`src/rtl/cal_map.svh`:
```
`ifndef CAL_MAP_SVH
`define CAL_MAP_SVH

// register byte offsets
`define CAL_CTRL_OFF      8'h00
`define CAL_MOTOR_OFF     8'h04
`define CAL_LIMIT_OFF     8'h08
`define CAL_STATUS_OFF    8'h0c
`define CAL_FAULT_OFF     8'h10
`define CAL_ULIM_OFF      8'h14

// ctrl fields
`define CAL_CTRL_ADVMD    7
`define CAL_CTRL_CODE_HI  6
`define CAL_CTRL_CODE_LO  0
`define CAL_CTRL_RST      32'h0000_0000

// motor fields: phase resistance [6:0], bemf constant [14:8]
`define CAL_MOT_R_HI      6
`define CAL_MOT_K_LO      8
`define CAL_MOT_K_HI      14
`define CAL_MOTOR_RST     32'h0000_0000

// limit fields: accel thr [3:0], lock thr [10:8]
`define CAL_LIM_ACC_HI    3
`define CAL_LIM_LCK_LO    8
`define CAL_LIM_LCK_HI    10
`define CAL_LIMIT_RST     32'h0000_0000

// status bits
`define CAL_ST_LOCKED     0
`define CAL_ST_OCP        1
`define CAL_ST_ACCLIM     2
`define CAL_ST_CLOSED     3

// timing
`define CAL_CLK_MHZ       200
`define CAL_TICK_NS       2500
`define CAL_CLK_NS        5
`define CAL_TICK_CYC      (`CAL_TICK_NS / `CAL_CLK_NS)
`define CAL_LOCK_OFF_MS   5
`define CAL_LOCK_OFF_CYC  (`CAL_LOCK_OFF_MS * 1000000 / `CAL_CLK_NS)

`endif

```
`src/rtl/cal_pkg.sv`:
```
package cal_pkg;

	typedef enum logic [3:0] {
		CAL_IDLE  = 4'b0001,
		CAL_ADV   = 4'b0010,
		CAL_LOCK  = 4'b0100,
		CAL_OCP   = 4'b1000
	} cal_state_t;

	// motor side inputs travelling together
	typedef struct packed {
		logic        closed_loop;  // closed loop control active
		logic        zero_cross;   // estimated bemf zero crossing pulse
		logic [8:0]  amp_cmd;      // requested phase voltage amplitude
		logic [8:0]  bemf_amp;     // estimated bemf amplitude
		logic [8:0]  speed;        // electrical speed
		logic [7:0]  current;      // measured low-side current
		logic        oc_trip;      // phase-to-phase overcurrent signal
	} cal_motor_in_t;

	// drive side outputs
	typedef struct packed {
		logic        commutate;    // advance drive state pulse
		logic        drive_en;     // phases driven, else high impedance
		logic [8:0]  amp;          // limited voltage amplitude
	} cal_drive_out_t;

endpackage : cal_pkg

```
`src/rtl/cal_adv_timer.sv`:
```
`timescale 1ns/10ps
`include "cal_map.svh"

// advance counter at 2.5 us resolution, started at each closed-loop zero cross outside lock and overcurrent
module cal_adv_timer
	import cal_pkg::*;
#(
	parameter int TICK_CYC = `CAL_TICK_CYC
) (
	input  wire logic        pclk,      // clock
	input  wire logic        presetn,   // async reset, low
	input  wire logic        start,     // zero cross pulse
	input  wire logic        abort,     // cancel pending advance
	input  wire logic [15:0] ticks,     // advance length in ticks
	output logic             expire     // one-cycle commutate pulse
);
	logic [8:0]  div_cnt;
	logic [15:0] tick_cnt;
	logic        busy;
	wire         tick = (div_cnt == 9'(TICK_CYC - 1));
	wire         done = busy && (tick_cnt == 16'h0000);

	// tick divider restarted at each start pulse
	always_ff @(posedge pclk or negedge presetn) begin
		if (!presetn)
			div_cnt <= 9'h000;
		else if (start || tick)
			div_cnt <= 9'h000;
		else
			div_cnt <= div_cnt + 9'h001;
	end

	// countdown of advance ticks
	always_ff @(posedge pclk or negedge presetn) begin
		if (!presetn) begin
			busy     <= 1'b0;
			tick_cnt <= 16'h0000;
			expire   <= 1'b0;
		end else begin
			expire <= 1'b0;
			if (abort) begin
				busy <= 1'b0;
			end else if (start) begin
				busy     <= 1'b1; // [RULE_14]
				tick_cnt <= ticks;
			end else if (done) begin
				busy   <= 1'b0;
				expire <= 1'b1; // [RULE_14]
			end else if (busy && tick) begin
				tick_cnt <= tick_cnt - 16'h0001;
			end
		end
	end
endmodule : cal_adv_timer

```
`src/rtl/cal_top.sv`:
```
// Behaviour
// [RULE_01] drive applied ahead of estimated bemf
// [RULE_02] mode bit: 0 fixed, 1 scaled advance
// [RULE_03] fixed mode keeps advance equal setting
// [RULE_04] scaled mode: setting times (u-bemf)/u
// [RULE_05] setting is 2.5us times mantissa shifted
// [RULE_06] amplitude capped at i*r plus speed*k
// [RULE_07] accel limit from 4-bit software field
// [RULE_08] accel limit keeps driving, no fault
// [RULE_09] accel limit only in closed loop
// [RULE_10] lock current trip stops drive, lock
// [RULE_11] overcurrent stops drive, auto resumes
// [RULE_12] overcurrent protection always on, fixed
// [RULE_13] 3-bit lock threshold, hi-z, flag, retry
// [RULE_14] advance counter in 2.5us ticks
//
// Chosen here: register access over APB and the placing of the registers.
`timescale 1ns/10ps
`include "cal_map.svh"

module cal_top
	import cal_pkg::*;
#(
	parameter int LOCK_OFF_CYC = `CAL_LOCK_OFF_CYC,
	parameter int TICK_CYC     = `CAL_TICK_CYC
) (
	input  wire logic          pclk,     // clock 200 MHz
	input  wire logic          presetn,  // async reset, low
	input  wire logic          psel,     // apb select
	input  wire logic          penable,  // apb enable
	input  wire logic          pwrite,   // apb direction
	input  wire logic [7:0]    paddr,    // apb byte address
	input  wire logic [31:0]   pwdata,   // apb write data
	output logic      [31:0]   prdata,   // apb read data
	output logic               pready,   // apb ready
	output logic               pslverr,  // apb error
	input  wire cal_motor_in_t motor_in, // estimator and sense
	output cal_drive_out_t     drive_out // drive commands
);
	// fixed overcurrent trip level, not programmable
	localparam logic [7:0] OCP_LEVEL = 8'hf0;

	logic [31:0] ctrl_reg;
	logic [31:0] motor_reg;
	logic [31:0] limit_reg;
	logic        motor_locked_flag;
	logic        ocp_seen;
	logic        acc_active;
	logic [31:0] lock_cnt;
	logic [15:0] adv_ticks;
	logic [8:0]  amp_q;
	logic        zc_q;
	cal_state_t  state;
	cal_state_t  next_state;
	logic        expire;

	// apb decode
	wire acc      = psel && penable;
	wire wr       = acc && pwrite;
	wire sel_ctrl = (paddr == `CAL_CTRL_OFF);
	wire sel_mot  = (paddr == `CAL_MOTOR_OFF);
	wire sel_lim  = (paddr == `CAL_LIMIT_OFF);
	wire sel_st   = (paddr == `CAL_STATUS_OFF);
	wire sel_flt  = (paddr == `CAL_FAULT_OFF);
	wire sel_ul   = (paddr == `CAL_ULIM_OFF);
	wire mapped   = sel_ctrl | sel_mot | sel_lim | sel_st | sel_flt | sel_ul;

	// configuration fields
	wire       advance_mode_select = ctrl_reg[`CAL_CTRL_ADVMD]; // [RULE_02]
	wire [6:0] advance_time_code =
		ctrl_reg[`CAL_CTRL_CODE_HI:`CAL_CTRL_CODE_LO];
	wire [6:0] phase_resistance_setting = motor_reg[`CAL_MOT_R_HI:0];
	wire [6:0] bemf_constant_setting =
		motor_reg[`CAL_MOT_K_HI:`CAL_MOT_K_LO];
	wire [3:0] accel_current_threshold =
		limit_reg[`CAL_LIM_ACC_HI:0]; // [RULE_07]
	wire [2:0] lock_current_threshold =
		limit_reg[`CAL_LIM_LCK_HI:`CAL_LIM_LCK_LO]; // [RULE_13]

	// setting time in 2.5 us ticks: mantissa shifted by exponent
	function automatic logic [15:0] setting_ticks(input logic [6:0] code);
		setting_ticks = 16'({12'h000, code[3:0]} << code[6:4]); // [RULE_05]
	endfunction : setting_ticks

	// scale ticks by (u - bemf) / u, zero when bemf reaches u
	function automatic logic [15:0] scale_ticks(
		input logic [15:0] t,
		input logic [8:0]  u,
		input logic [8:0]  e
	);
		logic [24:0] num;
		num = 25'h0000000;
		if (u == 9'h000 || e >= u)
			scale_ticks = 16'h0000;
		else begin
			num = 25'(t) * 25'(u - e);
			scale_ticks = 16'(num / 25'(u));
		end
	endfunction : scale_ticks

	// lock threshold mapped from 3-bit code onto current scale
	function automatic logic [7:0] lock_level(input logic [2:0] c);
		lock_level = {c, 5'h1f};
	endfunction : lock_level

	// advance length from the selected mode
	wire [15:0] base_ticks = setting_ticks(advance_time_code);
	wire [15:0] scaled_ticks = scale_ticks(base_ticks, motor_in.amp_cmd,
		motor_in.bemf_amp); // [RULE_04]
	wire [15:0] sel_ticks = advance_mode_select ? scaled_ticks
		: base_ticks; // [RULE_03]

	// voltage limit: i * r + speed * k, no current sense used
	wire [10:0] ir_term = 11'(accel_current_threshold * phase_resistance_setting);
	wire [15:0] sk_term = 16'(motor_in.speed * bemf_constant_setting);
	wire [16:0] u_limit = 17'(ir_term) + 17'(sk_term); // [RULE_06]
	wire        lim_hit = motor_in.closed_loop &&
		(17'(motor_in.amp_cmd) > u_limit); // [RULE_09]
	wire [8:0]  amp_lim = lim_hit ? u_limit[8:0] : motor_in.amp_cmd;

	// protection triggers; overcurrent has no enable
	wire lock_trip = motor_in.current > lock_level(lock_current_threshold);
	wire oc_now = motor_in.oc_trip ||
		(motor_in.current >= OCP_LEVEL); // [RULE_12]
	wire lock_done = (lock_cnt == 32'(LOCK_OFF_CYC - 1));

	// apb answers in the access cycle, unmapped reports error
	assign pready  = 1'b1;
	assign pslverr = acc && !mapped;

	// software writable registers
	always_ff @(posedge pclk or negedge presetn) begin
		if (!presetn) begin
			ctrl_reg  <= `CAL_CTRL_RST;
			motor_reg <= `CAL_MOTOR_RST;
			limit_reg <= `CAL_LIMIT_RST;
		end else if (wr) begin
			if (sel_ctrl)
				ctrl_reg <= pwdata & 32'h0000_00ff;
			if (sel_mot)
				motor_reg <= pwdata & 32'h0000_7f7f;
			if (sel_lim)
				limit_reg <= pwdata & 32'h0000_070f;
		end
	end

	// read data registered at the end of the setup cycle
	always_ff @(posedge pclk or negedge presetn) begin
		if (!presetn)
			prdata <= 32'h0000_0000;
		else if (psel && !penable && !pwrite) begin
			prdata <= 32'h0000_0000;
			if (sel_ctrl)
				prdata <= ctrl_reg;
			if (sel_mot)
				prdata <= motor_reg;
			if (sel_lim)
				prdata <= limit_reg;
			if (sel_st)
				prdata <= {28'h0000000, motor_in.closed_loop, acc_active,
					state == CAL_OCP, motor_locked_flag};
			if (sel_flt)
				prdata <= {30'h00000000, ocp_seen, motor_locked_flag};
			if (sel_ul)
				prdata <= {15'h0000, u_limit};
		end
	end

	// protection state machine
	always_comb begin
		next_state = state;
		unique case (state)
			CAL_IDLE, CAL_ADV: begin
				if (oc_now)
					next_state = CAL_OCP; // [RULE_11]
				else if (lock_trip)
					next_state = CAL_LOCK; // [RULE_10]
				else if (motor_in.zero_cross && motor_in.closed_loop)
					next_state = CAL_ADV;
				else if (expire)
					next_state = CAL_IDLE;
			end
			CAL_LOCK: begin
				if (lock_done)
					next_state = CAL_IDLE; // [RULE_13]
			end
			CAL_OCP: begin
				if (!oc_now)
					next_state = CAL_IDLE; // [RULE_11]
			end
		endcase
	end

	always_ff @(posedge pclk or negedge presetn) begin
		if (!presetn)
			state <= CAL_IDLE;
		else
			state <= next_state;
	end

	// lock-off timer runs only in lock state
	always_ff @(posedge pclk or negedge presetn) begin
		if (!presetn)
			lock_cnt <= 32'h0000_0000;
		else if (state == CAL_LOCK)
			lock_cnt <= lock_done ? 32'h0000_0000 : lock_cnt + 32'h0000_0001;
		else
			lock_cnt <= 32'h0000_0000;
	end

	// status flags: locked set on trip, cleared at restart
	always_ff @(posedge pclk or negedge presetn) begin
		if (!presetn) begin
			motor_locked_flag <= 1'b0;
			ocp_seen          <= 1'b0;
			acc_active        <= 1'b0;
		end else begin
			if (next_state == CAL_LOCK && state != CAL_LOCK)
				motor_locked_flag <= 1'b1; // [RULE_10] [RULE_13]
			else if (state == CAL_LOCK && lock_done)
				motor_locked_flag <= 1'b0;
			if (next_state == CAL_OCP)
				ocp_seen <= 1'b1;
			else if (state == CAL_OCP)
				ocp_seen <= 1'b0;
			acc_active <= lim_hit; // [RULE_08]
		end
	end

	// advance latched at zero cross, amplitude registered
	always_ff @(posedge pclk or negedge presetn) begin
		if (!presetn) begin
			adv_ticks <= 16'h0000;
			amp_q     <= 9'h000;
			zc_q      <= 1'b0;
		end else begin
			zc_q  <= motor_in.zero_cross && motor_in.closed_loop &&
				(next_state == CAL_ADV);
			if (motor_in.zero_cross)
				adv_ticks <= sel_ticks;
			amp_q <= amp_lim; // [RULE_06]
		end
	end

	// advance timer: commutation fires when advance expires
	cal_adv_timer #(
		.TICK_CYC (TICK_CYC)
	) u_adv (
		.pclk    (pclk),
		.presetn (presetn),
		.start   (zc_q),
		.abort   (state == CAL_LOCK || state == CAL_OCP),
		.ticks   (adv_ticks),
		.expire  (expire)
	);

	// drive outputs; hi-z on lock or overcurrent
	assign drive_out.commutate = expire; // [RULE_01]
	assign drive_out.drive_en = (state == CAL_IDLE) ||
		(state == CAL_ADV); // [RULE_08] [RULE_10] [RULE_11]
	assign drive_out.amp = drive_out.drive_en ? amp_q : 9'h000;
endmodule : cal_top

```
`config.mk`:
```
export PLATFORM = sky130hd
export DESIGN_NAME = cal_top
export DESIGN_NICKNAME = d
export VERILOG_FILES = /design/src/rtl/cal_pkg.sv /design/src/rtl/cal_adv_timer.sv /design/src/rtl/cal_top.sv
export VERILOG_INCLUDE_DIRS = /design/src /design/src/rtl
export SDC_FILE = /design/constraint.sdc
export NUM_CORES = 1
export LEC_CHECK = 0
export ABC_AREA = 0
export BUFFER_PORTS_ARGS = -buffer_cell sky130_fd_sc_hd__buf_2
export CAP_MARGIN = 30
export CORE_ASPECT_RATIO = 1.75
export CORE_MARGIN = 2
export CORE_UTILIZATION = 43
export CTS_CLUSTER_DIAMETER = 120
export DETAILED_ROUTE_END_ITERATION = 10
export GPL_ROUTABILITY_DRIVEN = 0
export PLACE_DENSITY = 0.7
export SYNTH_ARGS = -nofsm -noshare
export SYNTH_HDL_FRONTEND = slang
export SYNTH_SLANG_ARGS = --single-unit
```
`constraint.sdc`:
```
create_clock -name pclk -period 92.4 [get_ports pclk]
set_clock_uncertainty 0.1 [all_clocks]
set_input_delay 9.24 -clock pclk [delete_from_list [all_inputs] [get_ports pclk]]
set_output_delay 9.24 -clock pclk [all_outputs]
set_load 0.1 [all_outputs]
```
; ---- Word-level counts from Yosys, hierarchy flattened
; Cells that the tools add are included.
[word_totals]
latch_bits = 0
in_bits = 83
n_memories = 0
register_bits = 153
romBits = 0
ram_bits = 0
[op_classes]
reduce_logical = 32
multipliers = 3
bitwise = 6
n_div = 1
order_cmp = 4
shift = 1
addsub = 5
n_eq_ne = 16
mux = 33
[op_table]
columns = cell, n
row1 = 32-bit two-way mux, 7
row2 = 16-bit two-way mux, 5
row3 = "32-bit by 1-bit adder with 32-bit output, second input constant", 1
row4 = "32-bit by 20-bit equality test with 1-bit output, second input constant", 1
row5 = 9-bit two-way mux, 3
row6 = 25-bit by 9-bit divider with 25-bit output, 1
row7 = 17-bit by 10-bit multiplier with 25-bit output, 1
row8 = 4-bit two-way mux, 6
row9 = 11-bit by 16-bit adder with 17-bit output, 1
row10 = 9-bit by 17-bit greater-than comparator with 1-bit output, 1
row11 = "8-bit by 4-bit equality test with 1-bit output, second input constant", 2
row12 = "8-bit by 5-bit equality test with 1-bit output, second input constant", 2
row13 = 16-bit logical NOT, 1
row14 = 9-bit by 7-bit multiplier with 16-bit output, 1
row15 = 4-bit by 3-bit left shift with 16-bit output, 1
row16 = "16-bit by 1-bit subtractor with 16-bit output, second input constant", 1
row17 = 1-bit logical AND, 12
row18 = 4-bit one-hot mux with 3 select lines, 1
row19 = 4-bit by 7-bit multiplier with 11-bit output, 1
row20 = 1-bit two-way mux, 10
row21 = 9-bit by 9-bit subtractor with 10-bit output, 1
row22 = "9-bit by 1-bit adder with 9-bit output, second input constant", 1
row23 = "9-bit equality test, second input constant", 1
row24 = 9-bit >= comparator, 1
row25 = other kinds (21), 38

; ---- Longest topological paths before layout
; Gate-level depths: netlist (run 1).
[depth]
word_depth = 8
depth_mapped = 352
mapped_depth_nobuf = 331

; ---- Modules after synthesis
; From an unflattened synthesis (run 1), not the netlist that was laid out.
[unflattened]
hier_cells = 3401
area_unflattened_um2 = 26929.6
[modules_own_cells]
columns = mod, cells_per_inst, seq_area_each_um2, n_inst, area_each_um2
row1 = cal_top, 3225, 2778.9, 1, 25378.1
row2 = cal_adv_timer, 176, 675.6, 1, 1551.5

; ---- Worst setup path before layout (run 1)
; Ideal clock, no wire load.
[synth_path]
path_type = input-to-reg
from = input port motor_in[27] in the netlist's numbering
to = register adv_ticks[0]
setup_time_ns = 0.131
arrival_time_ns = 76.276
path_stages = 330
required_ns = 92.169
path_buffers = 23
path_slack_ns = 15.893
cell_sequence = inv_1 ha_1 fa_1 nor2b_1 o21ai_0 nand2b_1 a21o_1 a21o_1 nand2_1 nand2_1 a21o_1 xnor2_1 clkbuf_1 or2_2 fa_1 fa_1 inv_1 fa_1 (+294 left out) nor2_2 a21oi_2 ha_1 o21ai_0 nand2b_1 a21oi_1 nor2b_1 o21ai_0 nand2b_1 a21oi_1 nor2b_1 o21ai_0 nand2b_1 a2111oi_0 nand4_1 or4_1 nor3_1 a31oi_1
[synth_between]
elab_chain_cells = 5
[synth_lines]
columns = item, line
row1 = from (decl), cal_top.sv:37  ; input wire cal_motor_in_t motor_in,
row2 = 9-bit by 9-bit subtractor with 10-bit output, cal_top.sv:96  ; num = 25'(t) * 25'(u - e);
row3 = 17-bit by 10-bit multiplier with 25-bit output, cal_top.sv:96
row4 = 25-bit by 9-bit divider with 25-bit output, cal_top.sv:97  ; scale_ticks = 16'(num / 25'(u));
row5 = 16-bit two-way mux *, cal_top.sv:93  ; if (u == 9'h000 || e >= u)
row6 = 16-bit two-way mux *, cal_top.sv:110  ; wire [15:0] sel_ticks = advance_mode_select ? scaled_ticks
row7 = to (signal assigned), cal_top.sv:240  ; adv_ticks <= sel_ticks;
row8 = to (decl), cal_top.sv:50  ; logic [15:0] adv_ticks;
; Every way passes the cells marked *; elsewhere a longest branch is shown, timed or not.
; A chain may end at the register's enable or synchronous reset.

; ---- Worst setup path in the final report (run 1)
; Same ends and word-level chain as after synthesis.

==> results.py, run 1 <==
metrics = {
    "drt": {
        "drc": 0,
        "firstDrtPassIters": 6,
        "via_per_inst": 5.976,
        "drt-initial-drc-count": 1238,
        "detail_route.wirelength_mm": 74.83,
        "ant_nets": 0,
        "post_drt_wl_per_cell_um": 17.79,
        "vias": 25130,
    },
    "yosys": {
        "syn_avg_cell_area_sq_um": 7.947,
        "ys_ff_latch": 138,
        "synth-adder-area-share": 0.2590,
        "yosysSeqAreaShare": 0.1299,
        "synth_xor_area_frac": 0.04641,
        "synth_area_sq_um": 26580,
        "synthCells": 3345,
        "synth_compound_area_frac": 0.2229,
        "synth-main-ff-cell": "dfrtp_1",
        "synth_cell_type_count": 124,
        "synth_top_family_by_area": "adder cells",
        "synthSimpleGateAreaFrac": 0.2390,
        "synth.mux.area_fraction": 0.05168,
        "synth_edf_count": 0,
        "async_flop_share": 1.000,
        "yosys_warnings": 0,
    },
    "clocking": {
        "clkTransAtPathRegs_ns": 0.06,
        "cts.sinks": 138,
        "tritoncts": "yes",
        "cts_buffers": 17,
        "cts_setup_buffers": 0,
        "clock_latency_ns": 0.44,
        "cts_resized": 0,
        "cts_root_buf": "clkbuf_16",
        "ctsHoldBuffers": 0,
        "clk_path_buf_depth": 2,
        "htree_levels": 4,
    },
    "die": {
        "core-area_sq_um": 61110,
        "die_h_um": 332.9,
        "rows": 120,
        "dieWidth_um": 192.0,
        "pin_count": 128,
        "start_util": 0.4350,
        "dieArea_sq_um": 63910,
    },
    "setup_path": {
        "crit_family": "compound AO/OA/AOI/OAI gates",
        "crit_top_cell": "o21a_1",
        "r2r_cells": 305,
        "critPathKind": "primary input to flip-flop",
        "max_stage_delay_ns": 0.78,
        "end_kind": "flip-flop",
        "start_kind": "primary input",
        "regToRegStartpoint": "ctrl_reg[4]",
        "regToRegSetupSlack_ns": 17.48,
        "critPathSlowestCell": "or4_1",
        "crit_arrival_ns": 84.42,
        "required_ns": 92.58,
        "r2r-end": "adv_ticks[0]",
        "path_buf_inv": 17,
        "worstPathMaxFanout": 27,
    },
    "sta": {
        "min_period_over_period": 0.9117,
        "rsz0062_at_grt": "false",
        "fmax_mhz": 11.87,
        "hold_violations": 0,
        "setup-violations-final": 0,
        "slew_headroom": 0.3206,
        "setup-tns-final_ns": 0,
        "worst-slew-pin-transition_ns": 1.012,
        "slew_viol_final": 0,
        "fin_crit_ns": 84.24,
    },
    "layout": {
        "drive_gt1_frac": 0.1037,
        "largest_register_ffs": 32,
        "antenna-diode-count": 0,
        "regMostFlops": "lock_cnt",
        "fin_nets": 3953,
        "area_growth_pct": 7.036,
        "largestRegisters": "lock_cnt (32), prdata (17)",
        "fillers": 6100,
    },
    "min_path": {
        "hp-class": "flip-flop to flip-flop",
        "worst_hold_startpoint": "u_adv.div_cnt[0]",
        "hold_end": "u_adv.div_cnt[0]",
        "min_delay_path_depth": 1,
    },
    "global_routing": {
        "antenna_found_initial": 0,
        "grtUsageTotal": 0.2353,
        "grt_pass1_vias": 25480,
        "grt_pass1_wl_mm": 122.9,
        "grt.overflow.total": 0,
        "grt_max_degree": 94,
    },
    "placed_design": {
        "numPortBuffers": 94,
        "dpl.hpwl_mm": 62.27,
    },
    "run": {
        "cap_violations": 0,
    },
    "outcome": {
        "outcome": "completed",
    },
}
==> cell families (layout without fill, tap and decap cells) <==
group,after synthesis,after routing
compound gates,859,859
buf+inv,332,386
mux,120,120
other cells,2,16
xor+xnor,140,140
fa+ha+maj,470,470
simple gates,1284,1284
flops,138,138
==> synthesized netlist by cell type (10+ instances only) <==
cell        n  area share
nand4_1    32      0.0075
o21a_1    126       0.036
fa_1      134        0.10
a31oi_1    18      0.0042
ha_1      336        0.16
o31a_1     10      0.0033
nor3_1    155       0.029
a211oi_1   24      0.0068
and2_1     80       0.019
o31ai_1    53       0.015
a21oi_1   177       0.033
and3_1     25      0.0059
o21bai_1   17      0.0048
or3_1      54       0.013
a22oi_1    26      0.0073
xnor2_1    83       0.027
o22ai_1    17      0.0040
clkbuf_1   68      0.0096
nor4_1     17      0.0040
mux2_2     76       0.032
mux2i_1    34       0.013
or2_2      28      0.0066
a221oi_1   13      0.0043
xor2_1     56       0.018
a21oi_2    10      0.0033
nor2b_1    28      0.0066
dfrtp_1   137        0.13
nand3_1    80       0.015
o211ai_1   21      0.0059
nand2b_1   44       0.010
nand3b_1   11      0.0031
or4_1      15      0.0042
buf_4      20      0.0056
a21o_1     46       0.013
nand2_1   325       0.046
o21ai_0   162       0.030
nor2_1    333       0.047
inv_1     230       0.032
==> through the flow <==
stage,setup WS [ns],instances,hold WS [ns],utilization,instance area (sq um)
after floorplan,15.89,3359,0.3473,-,26640
after CTS,8.673,4206,0.3872,0.4656,28450
after global placement,9.027,4172,0.3613,0.4556,27840
after global routing,2.300,4206,0.4108,0.4656,28450
final,8.161,4206,0.3828,0.4656,28450
after detailed placement,8.460,4174,0.3787,0.4559,27860
==> final cells by class <==
class	instances	area, sq um	share of cell area
flip-flops and latches	138	3455	0.1214
clock inverters	15	172.7	0.006068
inverters	232	870.8	0.03060
repair buffers	122	686.9	0.02414
well taps	793	992.2	0.03487
clock buffers	17	425.4	0.01495
multi-input cells	2889	21850	0.7680
==> layer usage <==
| metal | wire length [um] | vias up | track usage | part of all wire |
|---|---|---|---|---|
| met2 | 40090 | 651 | 0.4579 | 0.54 |
| met3 | 2759 | 274 | 0.02026 | 0.037 |
| met5 | 0 | - | 0 | 0 |
| met1 | 26830 | 12040 | 0.2329 | 0.36 |
| li1 | - | 12170 | - | - |
| met4 | 5147 | 0 | 0.1494 | 0.069 |
==> how the worst max path moves through the flow <==
stage / start / endpoint / slack [ns] / depth (start not counted)
after floorplan: motor_in[27] / adv_ticks[0] / 15.89 / 330
after global placement: motor_in[27] / adv_ticks[0] / 9.03 / 316
after detailed placement: motor_in[27] / adv_ticks[0] / 8.46 / 314
after CTS: motor_in[27] / adv_ticks[0] / 8.67 / 314
after global routing: motor_in[27] / adv_ticks[0] / 2.30 / 317
final: motor_in[27] / adv_ticks[0] / 8.16 / 315
==> cell usage in the layout (no fill, tap or decap), types with 32 or more instances in the layout <==
master	synthesis	routed
o31ai_1	53	53
xnor2_1	83	83
inv_1	230	230
nand2_1	325	325
nor3_1	155	155
nand2b_1	44	44
dfrtp_1	137	137
buf_2	5	93
or3_1	54	54
o21a_1	126	126
nand4_1	32	32
a21oi_1	177	177
ha_1	336	336
a21o_1	46	46
nand3_1	80	80
o21ai_0	162	162
mux2i_1	34	34
fa_1	134	134
and2_1	80	80
nor2_1	333	333
xor2_1	56	56
mux2_2	76	76
Power of run 1 is not shown: default switching activity piles up to over one toggle a cycle in this logic, so the estimate is an artifact.
==> run 2, diff against run 1 <==
--- a/config.mk
+++ b/config.mk
@@ -11,3 +11,3 @@
 export CAP_MARGIN = 30
-export CORE_ASPECT_RATIO = 1.75
+export CORE_ASPECT_RATIO = 1.4
 export CORE_MARGIN = 2
@@ -20,2 +20,3 @@
 export SYNTH_HDL_FRONTEND = slang
+export SYNTH_HIERARCHICAL = 1
 export SYNTH_SLANG_ARGS = --single-unit
--- a/constraint.sdc
+++ b/constraint.sdc
@@ -4,2 +4,2 @@
 set_output_delay 9.24 -clock pclk [all_outputs]
-set_load 0.1 [all_outputs]
+set_load 0.05 [all_outputs]
==> run 2 against run 1 <==
Effect of this change: routed wire length is 5.2% lower; setup slack better by 3.0 ns; register-to-register slack better by 2.9 ns; synthesized cell count grew 1.7%; die area is 1.2% higher; area after synthesis rose by 1.3%; sequential share of layout area shrank 0.16 points; critical path depth fell by 13; cell count grew 2.0%; critical path type unchanged; largest cell class unchanged.
==> results.py, run 2 <==
metrics = {
    "clocking": {
        "ctsHoldBuffers": 0,
        "clk_path_buf_depth": 2,
        "cts_resized": 0,
        "cts_root_buf": "clkbuf_16",
        "clkTransAtPathRegs_ns": 0.06,
        "cts_setup_buffers": 0,
        "tritoncts": "yes",
        "htree_levels": 4,
        "cts_buffers": 17,
        "clock_latency_ns": 0.45,
        "cts.sinks": 138,
    },
    "sta": {
        "slew_headroom": 0.1544,
        "setup-tns-final_ns": 0,
        "worst-slew-pin-transition_ns": 1.268,
        "min_period_over_period": 0.8797,
        "fin_crit_ns": 81.29,
        "rsz0062_at_grt": "false",
        "slew_viol_final": 0,
        "hold_violations": 0,
        "setup-violations-final": 0,
        "fmax_mhz": 12.30,
    },
    "layout": {
        "regMostFlops": "lock_cnt",
        "largest_register_ffs": 32,
        "area_growth_pct": 7.071,
        "largestRegisters": "lock_cnt (32), prdata (17)",
        "layout_common_cells": "336 x nor2_1, 336 x ha_1, 320 x nand2_1, 243 x inv_1, 192 x a21oi_1",
        "fin_util": 0.4649,
        "drive_gt1_frac": 0.09500,
        "fin_nets": 4003,
    },
    "die": {
        "start_util": 0.4342,
        "core-area_sq_um": 62020,
        "die_h_um": 300.1,
        "pin_count": 128,
        "dieArea_sq_um": 64670,
        "rows": 108,
        "dieWidth_um": 215.5,
    },
    "placed_design": {
        "numPortBuffers": 94,
        "dpl.hpwl_mm": 58.37,
    },
    "global_routing": {
        "grtUsageTotal": 0.2198,
        "grt_pass1_wl_mm": 119.7,
        "grt.overflow.total": 0,
        "grt_max_degree": 73,
        "antenna_found_initial": 1,
        "grt_pass1_vias": 24900,
    },
    "yosys": {
        "yosysTopAreaCellShare": 0.1561,
        "ys_ff_latch": 138,
        "synthCells": 3401,
        "syn_avg_cell_area_sq_um": 7.918,
        "synth_cell_type_count": 124,
        "synth_top_cell_by_area": "ha_1",
        "yosys_warnings": 6,
        "synth_area_sq_um": 26930,
        "ys_top_cells_by_area": "ha_1 16%, dfrtp_1 13%, fa_1 10%",
        "yosysSeqAreaShare": 0.1283,
        "async_flop_share": 1.000,
        "synth-main-ff-cell": "dfrtp_1",
        "synth_edf_count": 0,
        "synthTopCellsByCount": "336 x ha_1, 336 x nor2_1, 320 x nand2_1, 243 x inv_1, 192 x a21oi_1",
    },
    "setup_path": {
        "end_kind": "flip-flop",
        "crit_arrival_ns": 81.47,
        "critPathSlowestCell": "nor2_1",
        "required_ns": 92.58,
        "worstPathMaxFanout": 21,
        "critPathKind": "primary input to flip-flop",
        "crit_top_cell": "o21a_1",
        "max_stage_delay_ns": 0.79,
        "start_kind": "primary input",
    },
    "run": {
        "cap_violations": 0,
    },
    "drt": {
        "drt-initial-drc-count": 1666,
        "via_per_inst": 5.862,
        "ant_nets": 0,
        "post_drt_wl_per_cell_um": 16.53,
        "vias": 25140,
        "drc": 0,
        "detail_route.wirelength_mm": 70.92,
        "firstDrtPassIters": 6,
    },
    "min_path": {
        "hp-class": "flip-flop to flip-flop",
    },
    "outcome": {
        "outcome": "completed",
    },
}
run 2: path summary, 6_finish.rpt:
check | cells after the start | end | slack, ns | from
max | 302 | adv_ticks[0] | 11.11 | motor_in[27]
min | 1 | lock_cnt[0] | 0.39 | lock_cnt[0]
min reg2reg | 1 | lock_cnt[0] | 0.39 | lock_cnt[0]
min in group asynchronous | 1 | prdata[12] | 8.70 | presetn
max reg2reg | 292 | adv_ticks[0] | 20.42 | ctrl_reg[4]
max in group asynchronous | 2 | lock_cnt[19] | 82.09 | presetn
run 2: worst max-delay path: cells and delay by family:
family | cells | cell delay [ns]
compound gates | 159 | 35.07
simple gates | 87 | 21.13
mux | 6 | 2.01
buf+inv | 15 | 2.17
xor+xnor | 2 | 0.66
fa+ha+maj | 33 | 10.97
run 2: layer usage:
metal / GRT usage / wire [um] / share of wire / vias up
met3: 0.01689 / 2286 / 0.032 / 157
met1: 0.2539 / 29450 / 0.42 / 12060
met2: 0.4211 / 36930 / 0.52 / 563
met5: 0 / 0 / 0 / -
met4: 0.07898 / 2253 / 0.032 / 0
li1: - / - / - / 12360
run 2: final cells by class:
| cell class | count | area, sq um |
|---|---|---|
| Tap cell | 825 | 1032 |
| Antenna cell | 1 | 2.502 |
| Multi-Input combinational cell | 2925 | 22140 |
| Clock buffer | 18 | 439.2 |
| Sequential cell | 138 | 3455 |
| Inverter | 244 | 915.9 |
| Timing Repair Buffer | 124 | 719.4 |
| Clock inverter | 14 | 131.4 |
| Fill cell | 6117 | 33190 |
run 2: kinds of logic (layout without fill, tap and decap cells):
| kind of cell | count (synthesis) | after routing | share of synthesized area |
|---|---|---|---|
| DFF | 138 | 138 | 0.1283 |
| adders and majority gates | 472 | 472 | 0.2565 |
| muxes | 101 | 101 | 0.04191 |
| other | 2 | 17 | 0.0002789 |
| AOI/OAI and AO/OA | 897 | 897 | 0.2323 |
| xor gates and xnor gates | 160 | 160 | 0.05204 |
| and+or+nand+nor | 1279 | 1279 | 0.2361 |
| buffers and inverters | 352 | 400 | 0.05269 |
run 2: metrics by stage:
| step | setup WS, ns | cells | cell area, sq um | hold WS (ns) |
|---|---|---|---|---|
| 2_1_floorplan | 19.83 | 3415 | 26980 | 0.3420 |
| 3_3_place_gp | 11.81 | 4251 | 28210 | 0.3794 |
| 3_5_place_dp | 11.47 | 4255 | 28260 | 0.3846 |
| 4_1_cts | 11.69 | 4287 | 28830 | 0.3971 |
| 5_1_grt | 5.405 | 4289 | 28830 | 0.4188 |
| 6_report | 11.11 | 4289 | 28830 | 0.3910 |
Power of run 2 is left out for the same reason.
==> run 3, diff against run 2 <==
CORE_ASPECT_RATIO = 1.1   (was 1.4)
==> run 3 against run 2 <==
Effect of this change: cell count rose by 0.23%; first-iteration DRC count decreased by 6.6%; flip-flop and latch count unchanged; critical endpoint unchanged.
==> results.py, run 3 (same netlist as run 2, synthesis figures left out) <==
metrics = {
    "global_routing": {
        "antenna_found_initial": 2,
        "grtUsageTotal": 0.2198,
        "grt_pass1_vias": 24050,
        "grt_max_degree": 81,
        "grt_pass1_wl_mm": 119.7,
        "grt.overflow.total": 0,
    },
    "die": {
        "pin_count": 128,
        "dieArea_sq_um": 64650,
        "core-area_sq_um": 62220,
        "die_h_um": 266.5,
        "rows": 96,
        "dieWidth_um": 242.6,
        "start_util": 0.4328,
    },
    "drt": {
        "firstDrtPassIters": 7,
        "drc": 0,
        "detail_route.wirelength_mm": 70.67,
        "via_per_inst": 5.821,
        "drt-initial-drc-count": 1556,
        "post_drt_wl_per_cell_um": 16.44,
        "ant_nets": 0,
        "vias": 25020,
    },
    "setup_path": {
        "critPathSlowestCell": "nor2_1",
        "crit_arrival_ns": 82.10,
        "critPathKind": "primary input to flip-flop",
        "worstPathMaxFanout": 21,
        "max_stage_delay_ns": 0.84,
        "startpoint": "motor_in[27]",
        "crit_top_cell": "o21a_1",
        "end_kind": "flip-flop",
        "r2r_cells": 294,
        "path_buf_inv": 17,
        "cp.depth": 303,
        "regToRegSetupSlack_ns": 20.29,
        "crit_family": "compound AO/OA/AOI/OAI gates",
        "r2r-end": "adv_ticks[0]",
        "regToRegStartpoint": "ctrl_reg[4]",
        "required_ns": 92.59,
        "critPathCapture": "adv_ticks[0]",
        "start_kind": "primary input",
    },
    "min_path": {
        "min_delay_path_depth": 1,
        "hp-class": "flip-flop to flip-flop",
        "worst_hold_startpoint": "lock_cnt[0]",
    },
    "sta": {
        "setup-tns-final_ns": 0,
        "setup-violations-final": 0,
        "fmax_mhz": 12.21,
        "slew_headroom": 0.1517,
        "whs_ns": 0.3998,
        "hold_violations": 0,
        "min_period_over_period": 0.8865,
        "fin_crit_ns": 81.91,
        "worst-slew-pin-transition_ns": 1.272,
        "rsz0062_at_grt": "false",
        "slew_viol_final": 0,
    },
    "outcome": {
        "outcome": "completed",
    },
    "clocking": {
        "tritoncts": "yes",
        "cts.sinks": 138,
        "clk_path_buf_depth": 2,
        "cts_resized": 0,
        "clock_latency_ns": 0.44,
        "cts_setup_buffers": 0,
        "ctsHoldBuffers": 0,
        "cts_root_buf": "clkbuf_16",
        "clkTransAtPathRegs_ns": 0.06,
        "htree_levels": 4,
        "cts_buffers": 17,
    },
    "layout": {
        "layout_common_cells": "336 x nor2_1, 336 x ha_1, 320 x nand2_1, 243 x inv_1, 192 x a21oi_1",
        "fin_nets": 4005,
        "drive_gt1_frac": 0.09498,
        "final_area_sq_um": 28920,
        "area_growth_pct": 7.406,
        "largestRegisters": "lock_cnt (32), prdata (17)",
        "fillers": 6138,
        "largest_register_ffs": 32,
        "regMostFlops": "lock_cnt",
    },
    "placed_design": {
        "placed_cell_area_sq_um": 28280,
        "dpl.hpwl_mm": 57.32,
        "numPortBuffers": 94,
    },
    "run": {
        "cap_violations": 0,
    },
}
[run 3: cell count changes in the layout (fill, tap and decap cells not counted), sizes merged]
cell	previous run	this run
bufinv	0	4
clkinv	6	3
inv	250	247
buf	124	126
clkbuf	18	19
diode	1	2
[run 3: metal layers]
layer / vias up / global-route usage / share of wire
met3: 94 / 0.02172 / 0.044
li1: 12400 / - / -
met1: 11990 / 0.2835 / 0.44
met2: 547 / 0.3901 / 0.49
met4: 0 / 0.06168 / 0.025
met5: - / 0 / 0
[run 3: stage by stage]
| step | cells | util | worst slack (ns) |
|---|---|---|---|
| after global placement | 4262 | 0.4538 | 11.48 |
| final | 4299 | 0.4649 | 10.49 |
| after CTS | 4297 | 0.4648 | 11.28 |
| after global routing | 4298 | 0.4648 | 4.752 |
| after floorplan | 3415 | - | 19.83 |
| after detailed placement | 4266 | 0.4545 | 11.12 |
[run 3: area by class of cell]
class / count / area, sq um / area share
Multi-Input combinational cell: 2925 / 22130 / 0.7652
Sequential cell: 138 / 3455 / 0.1194
Tap cell: 833 / 1042 / 0.03603
Inverter: 244 / 915.9 / 0.03166
Timing Repair Buffer: 126 / 733.2 / 0.02535
Clock buffer: 19 / 452.9 / 0.01566
Clock inverter: 12 / 186.4 / 0.006445
Antenna cell: 2 / 5.005 / 0.0001730
[run 3: worst min-delay path by stage]
stage | end | slack [ns]
2_1_floorplan | ocp_seen | 0.34
3_3_place_gp | lock_cnt[0] | 0.38
3_5_place_dp | lock_cnt[0] | 0.38
4_1_cts | lock_cnt[0] | 0.41
5_1_grt | u_adv/tick_cnt[14] | 0.44
6_report | lock_cnt[0] | 0.40
[run 3: worst reg2reg max path: cells and delay by family (launching register included)]
kind | cells | cell delay (ns)
xor gates and xnor gates | 1 | 0.56
DFF | 1 | 0.51
muxes | 7 | 2.59
AOI/OAI and AO/OA | 158 | 35.83
adders and majority gates | 31 | 10.46
buffers and inverters | 14 | 1.91
and+or+nand+nor | 83 | 20.12
Power of run 3 is left out for the same reason.
